<file path="config.mk">
export PLATFORM = sky130hd
export DESIGN_NAME = ext_address_pin_sharing
export DESIGN_NICKNAME = d
export VERILOG_FILES = /design/src/verilog/eaps_pkg.sv /design/src/verilog/eaps_pin_sync.sv /design/src/verilog/ext_address_pin_sharing.sv
export SDC_FILE = /design/constraint.sdc
export NUM_CORES = 1
export LEC_CHECK = 0
export ABC_AREA = 1
export ABC_CLOCK_PERIOD_IN_PS = 1350
export BUFFER_PORTS_ARGS = -buffer_cell sky130_fd_sc_hd__buf_2
export CAP_MARGIN = 20
export CORE_ASPECT_RATIO = 0.9
export CORE_MARGIN = 2
export CORE_UTILIZATION = 40
export DETAILED_ROUTE_END_ITERATION = 7
export GPL_ROUTABILITY_DRIVEN = 0
export PLACE_DENSITY = 0.76
export SYNTH_ARGS = -nofsm -noshare
export SYNTH_HDL_FRONTEND = slang
export SYNTH_SLANG_ARGS = --single-unit
</file>
<file path="constraint.sdc">
create_clock -name sys_clk -period 1.35 [get_ports sys_clk]
set_input_delay 0.0675 -clock sys_clk [delete_from_list [all_inputs] [get_ports sys_clk]]
set_output_delay 0.0675 -clock sys_clk [all_outputs]
set_load 0.1 [all_outputs]
</file>
<file path="src/verilog/eaps_pkg.sv">
// Constants shared by the address pin sharing logic.
// Assumes one system clock domain and a synchronous active-low reset.
package eaps_pkg;

  // ****************************************
  // Pin map
  // ****************************************
  localparam int PIN_CNT = 10;
  localparam int PORTE_LO = 2;
  localparam int PORTE_HI = 3;
  localparam int PORTE_CNT = 2;
  localparam int PORTA_W = 8;
  localparam int CTRL_W = 3;
  localparam int SYNC_STAGES = 2;

  // ****************************************
  // Reset values
  // ****************************************
  localparam logic FUNC_ADDR = 1'b0;
  localparam logic FUNC_GPIO = 1'b1;
  localparam logic DRIVE_KEEP_RST = 1'b0;
  localparam logic [PORTE_HI:PORTE_LO] PORTE_PU_RST = 2'h3;
  localparam logic [PORTA_W-1:0] PORTA_PU_RST = 8'hFF;
  localparam logic [PORTE_HI:PORTE_LO] PORTE_SEL_RST = 2'h0;
  localparam logic [PORTA_W-1:0] PORTA_SEL_RST = 8'h00;

endpackage

</file>
<file path="src/verilog/eaps_pin_sync.sv">
// Two-flop synchroniser for pin levels.
// Assumes its inputs are asynchronous to sys_clk.
`timescale 1ns/1ps
module eaps_pin_sync #(
  parameter int W = 10
) (
  input wire logic sys_clk,
  input wire logic rstn,
  input wire logic [W-1:0] asyncIn,
  output logic [W-1:0] syncOut
);

  logic [W-1:0] meta_r;
  logic [W-1:0] meta_nxt;
  logic [W-1:0] sync_nxt;

  always_comb begin
    meta_nxt = asyncIn;
    sync_nxt = meta_r;
    if (!rstn) begin
      meta_nxt = '0;
      sync_nxt = '0;
    end
  end

  always_ff @(posedge sys_clk) begin
    meta_r <= meta_nxt;
    syncOut <= sync_nxt;
  end

endmodule

</file>
<file path="src/verilog/ext_address_pin_sharing.sv">
// Pin-sharing logic for address lines A6-A15 and their GPIO alternates.
// Assumes the memory interface drives addrOut, ctrlOut and extBusActive
// on sys_clk; pin levels arrive asynchronously on pinIn.
`timescale 1ns/1ps
module ext_address_pin_sharing
  import eaps_pkg::*;
(
  input wire logic sys_clk,
  input wire logic rstn,
  // Memory interface side
  input wire logic [PIN_CNT-1:0] addrOut,
  input wire logic [CTRL_W-1:0] ctrlOut,
  input wire logic extBusActive,
  // Bus control register, drive-keep field
  input wire logic busDriveKeepWr,
  input wire logic busDriveKeep,
  // Port E configuration
  input wire logic portESelWr,
  input wire logic [PORTE_HI:PORTE_LO] portESel,
  input wire logic portEPullupWr,
  input wire logic [PORTE_HI:PORTE_LO] portEPullup,
  input wire logic [PORTE_HI:PORTE_LO] portEDir,
  input wire logic [PORTE_HI:PORTE_LO] portEData,
  // Port A configuration
  input wire logic portASelWr,
  input wire logic [PORTA_W-1:0] portASel,
  input wire logic portAPullupWr,
  input wire logic [PORTA_W-1:0] portAPullup,
  input wire logic [PORTA_W-1:0] portADir,
  input wire logic [PORTA_W-1:0] portAData,
  // Pads, index 0 is A6, index 9 is A15
  input wire logic [PIN_CNT-1:0] pinIn,
  output logic [PIN_CNT-1:0] pinOut,
  output logic [PIN_CNT-1:0] pinOe,
  output logic [PIN_CNT-1:0] pinPullup,
  output logic [CTRL_W-1:0] ctrlPinOut,
  output logic [CTRL_W-1:0] ctrlPinOe,
  // Status
  output logic busDriveKeepSts,
  output logic [PORTE_HI:PORTE_LO] portEIn,
  output logic [PORTA_W-1:0] portAIn
);

  // ****************************************
  // Configuration registers
  // ****************************************
  logic driveKeep_r;
  logic driveKeep_nxt;
  logic [PORTE_HI:PORTE_LO] selE_r;
  logic [PORTE_HI:PORTE_LO] selE_nxt;
  logic [PORTA_W-1:0] selA_r;
  logic [PORTA_W-1:0] selA_nxt;
  logic [PORTE_HI:PORTE_LO] puE_r;
  logic [PORTE_HI:PORTE_LO] puE_nxt;
  logic [PORTA_W-1:0] puA_r;
  logic [PORTA_W-1:0] puA_nxt;

  always_comb begin
    driveKeep_nxt = driveKeep_r;
    selE_nxt = selE_r;
    selA_nxt = selA_r;
    puE_nxt = puE_r;
    puA_nxt = puA_r;
    if (!rstn) begin
      driveKeep_nxt = DRIVE_KEEP_RST;
      selE_nxt = PORTE_SEL_RST;
      selA_nxt = PORTA_SEL_RST;
      puE_nxt = PORTE_PU_RST;
      puA_nxt = PORTA_PU_RST;
    end else begin
      if (busDriveKeepWr) begin
        driveKeep_nxt = busDriveKeep;
      end
      if (portESelWr) begin
        selE_nxt = portESel;
      end
      if (portASelWr) begin
        selA_nxt = portASel;
      end
      if (portEPullupWr) begin
        puE_nxt = portEPullup;
      end
      if (portAPullupWr) begin
        puA_nxt = portAPullup;
      end
    end
  end

  always_ff @(posedge sys_clk) begin
    driveKeep_r <= driveKeep_nxt;
    selE_r <= selE_nxt;
    selA_r <= selA_nxt;
    puE_r <= puE_nxt;
    puA_r <= puA_nxt;
  end

  // ****************************************
  // Pin vectors in pad order
  // ****************************************
  logic [PIN_CNT-1:0] gpioSel;
  logic [PIN_CNT-1:0] gpioDir;
  logic [PIN_CNT-1:0] gpioData;
  logic [PIN_CNT-1:0] puEn;
  logic addrDrive;

  assign gpioSel = {selA_r, selE_r};
  assign gpioDir = {portADir, portEDir};
  assign gpioData = {portAData, portEData};
  assign puEn = {puA_r, puE_r};
  assign addrDrive = driveKeep_r | extBusActive;

  // ****************************************
  // Pad drivers
  // ****************************************
  logic [PIN_CNT-1:0] pinOut_nxt;
  logic [PIN_CNT-1:0] pinOe_nxt;
  logic [PIN_CNT-1:0] pinPullup_nxt;
  logic [CTRL_W-1:0] ctrlPinOut_nxt;
  logic [CTRL_W-1:0] ctrlPinOe_nxt;

  genvar gi;
  generate
    for (gi = 0; gi < PIN_CNT; gi++) begin : g_pin
      always_comb begin
        if (!rstn) begin
          pinOut_nxt[gi] = 1'b0;
          pinOe_nxt[gi] = 1'b0;
          pinPullup_nxt[gi] = 1'b1;
        end else if (gpioSel[gi] == FUNC_GPIO) begin
          pinOut_nxt[gi] = gpioData[gi];
          pinOe_nxt[gi] = gpioDir[gi];
          pinPullup_nxt[gi] = puEn[gi] & ~gpioDir[gi];
        end else begin
          pinOut_nxt[gi] = addrOut[gi];
          pinOe_nxt[gi] = addrDrive;
          pinPullup_nxt[gi] = puEn[gi] & ~addrDrive;
        end
      end
    end
  endgenerate

  always_comb begin
    ctrlPinOut_nxt = ctrlOut;
    ctrlPinOe_nxt = {CTRL_W{addrDrive}};
    if (!rstn) begin
      ctrlPinOut_nxt = '0;
      ctrlPinOe_nxt = '0;
    end
  end

  always_ff @(posedge sys_clk) begin
    pinOut <= pinOut_nxt;
    pinOe <= pinOe_nxt;
    pinPullup <= pinPullup_nxt;
    ctrlPinOut <= ctrlPinOut_nxt;
    ctrlPinOe <= ctrlPinOe_nxt;
    busDriveKeepSts <= driveKeep_nxt;
  end

  // ****************************************
  // Pad inputs
  // ****************************************
  logic [PIN_CNT-1:0] pinSync;

  eaps_pin_sync #(
    .W(PIN_CNT)
  ) u_sync (
    .sys_clk(sys_clk),
    .rstn(rstn),
    .asyncIn(pinIn),
    .syncOut(pinSync)
  );

  assign portEIn = pinSync[PORTE_CNT-1:0];
  assign portAIn = pinSync[PIN_CNT-1:PORTE_CNT];
endmodule

</file>
==> flow_metrics.tcl <==
set metrics [dict create \
    report.final.slew_viol_count 0 \
    hold_slack_ps 13.2 \
    track_usage_pct 20.0 \
    synth_cells 285 \
    final_cell_mix "buf_2, dfxtp_1, nand2_1" \
    switching_power_mw 1.88 \
    drc 0 \
    power.leakage_nw 2.04 \
    placed_cells_incl_taps 479 \
    crit_path_end_kind "flop" \
    worstHoldStart "portEDir[2]" \
    tightest_slew_ps 508 \
    utilization_pct 64.1 \
    hold_path_class "primary input to flop" \
    seqPwrFrac_pct 41.7 \
    syn-num-nets 357 \
    netlist.area_leader.share_pct 59.6 \
    via_count 2349 \
    drive_above_1_share_pct 35.7 \
    ys_seq_elements 75 \
    yosysWarnings 0 \
    grt_max_degree 21 \
    rows 27 \
    worst_clock_skew_ps 5.31 \
    antenna_found_initial 0 \
    finalPower_mw 5.83 \
    die_h_um 79.3 \
    synth.area.top_cells "dfxtp_1, nand2_1, inv_1" \
    multi_input_area_um2 758 \
    yosysSeqAreaShare_pct 59.6 \
    rsz0062_at_grt "no" \
    routed_wl_mm 6.66 \
    cts_tree "yes" \
    grt-ovfl-total 0 \
    placed_cell_area_mm2 0.00316 \
    final_cells 547 \
    vdd_ir_drop_max_v 0.000670 \
    startpoint "selE_r[3]$_SDFFE_PN0P_" \
    worstSetupPathType "flop to flop" \
    outcome "complete, no violations" \
    final_common_cell "buf_2" \
    drv_cap 0 \
    nets 527 \
    cts.sinks 75 \
    clkPwrFrac_pct 34.6 \
    drt_iter0_drc 101 \
    path_max_fanout 3 \
    synth.avg_cell_area_um2 8.84 \
    viasPerCell 4.29 \
    port_buffers 118 \
    final.fill_count 508 \
    start_util_pct 41.2 \
    setup_tns_ps 0 \
    hold_viol_final 0 \
    clk_pin_slew_ps 70 \
    max_freq_mhz 769 \
    regArea_mm2 0.00151 \
    post-route-period-util_pct 96.3 \
    drt_pass1_iterations 4 \
    max_slew_margin_pct 66.3 \
    grt_pass1_vias 2365 \
    hpwl_mm 4.48 \
    critPathArrivalTime_ps 1520 \
    areaGrowthSynthToFinish_pct 55.7 \
    pre_cts_slack_ps 411 \
    cp_data_required_time_ps 1570 \
    core_mm2 0.00611 \
    cp-start-kind "flop" \
    root_buffer "clkbuf_8" \
    ant_nets 0 \
    routedWlPerCell_um 12.2 \
    grt_pass1_wl_mm 10.6 \
    p_int_mw 3.95 \
    cts_buffers 9 \
    die_x_um 87.6 \
    ys_types 15 \
    yosysTopAreaCell "dfxtp_1" \
    cts-htree-levels 3 \
    clk_path_buf_depth 2 \
    power_frac_comb_pct 23.6 \
    p_sw_share_pct 32.2 \
    timing.rr.start "selE_r[3]$_SDFFE_PN0P_" \
    min_period_ps 1300 \
    fin_area_mm2 0.00392 \
    ios 119 \
    die-area_mm2 0.00695 \
    finalSetupViolations 0 \
    p_per_area_mw_per_mm2 1490 \
    clk_latency_ps 340 \
    synth_area_mm2 0.00252 \
    post-cts-setup-buffers 0 \
    worst_slack_ps 49.9 \
    num_antenna_cells 0 \
]
## cells by family (layout without fill, tap and decap cells)
kind of cell | count (synthesis) | count (layout) | share of synthesized area, %
and+or+nand+nor | 105 | 105 | 16.6
AOI/OAI and AO/OA | 52 | 52 | 13.5
DFF | 75 | 75 | 59.6
buffers and inverters | 53 | 228 | 10.3
## worst paths after layout
kind | endpoint | slack [ps] | cells after the start
min reg2reg | u_sync.syncOut[0]$_SDFF_PN0_ | 410 | 2
max reg2reg | pinOut[1]$_SDFF_PN0_ | 50 | 4
max | pinOut[1]$_SDFF_PN0_ | 50 | 4
min | pinOe[0]$_SDFF_PN0_ | 10 | 3
## power groups by stage
stage | sequential [mW] | combinational [mW] | clock (mW)
final | 2.43 | 1.38 | 2.02
after detailed placement | 2.48 | 1.25 | 0
after floorplan | 3.18 | 0.293 | 0
after CTS | 2.43 | 1.38 | 2.06
after global placement | 2.48 | 1.24 | 0
after global routing | 2.45 | 1.46 | 2.15
## timing repair
action / 4_1_cts / 5_1_grt
endpoints found under the hold margin: 39 / 0
hold buffers: 52 / 0
resized for setup: 0 / 3
endpoints found under the setup margin: 0 / 3
## area by class of cell
class	count	share of cell area, %
clock buffer	10	3.25
clock inverter	6	2.90
inverter	39	3.73
multi-input combinational	157	19.3
sequential	75	38.4
tap	87	2.78
timing repair buffer	173	29.6
## layer usage
metal  track usage [%]  wire length [µm]  part of all wire, %
met1              22.9              2770                   42
met2              34.5              3390                   51
met3              4.89               356                  5.3
met4              10.3               142                  2.1
met5                 0                 0                    0
## flip-flops by register name, indices dropped and copies added (netlist names)
| signal | cells |
|---|---|
| u_sync.syncOut | 10 |
| selE_r | 2 |
| pinOe | 10 |
| u_sync.meta_r | 10 |
| puE_r | 2 |
| ctrlPinOe | 1 |
| pinPullup | 10 |
| pinOut | 10 |
| ctrlPinOut | 3 |
| busDriveKeepSts | 1 |
| selA_r | 8 |
| puA_r | 8 |
## cell usage after synthesis, drive strengths merged
master and number:
nand3 20, nor2 22, inv 39, o21ai 31
dfxtp 75, nand2 63, a21oi 21, buf 14
## critical path, stage by stage, from the launching register on
cell and delay (ps):
dfxtp_2 360, inv_1 80, nor2_1 100, nor2_1 70, dlygate4sd3_1 570
Note: power is estimated with default switching activity, not from simulation.
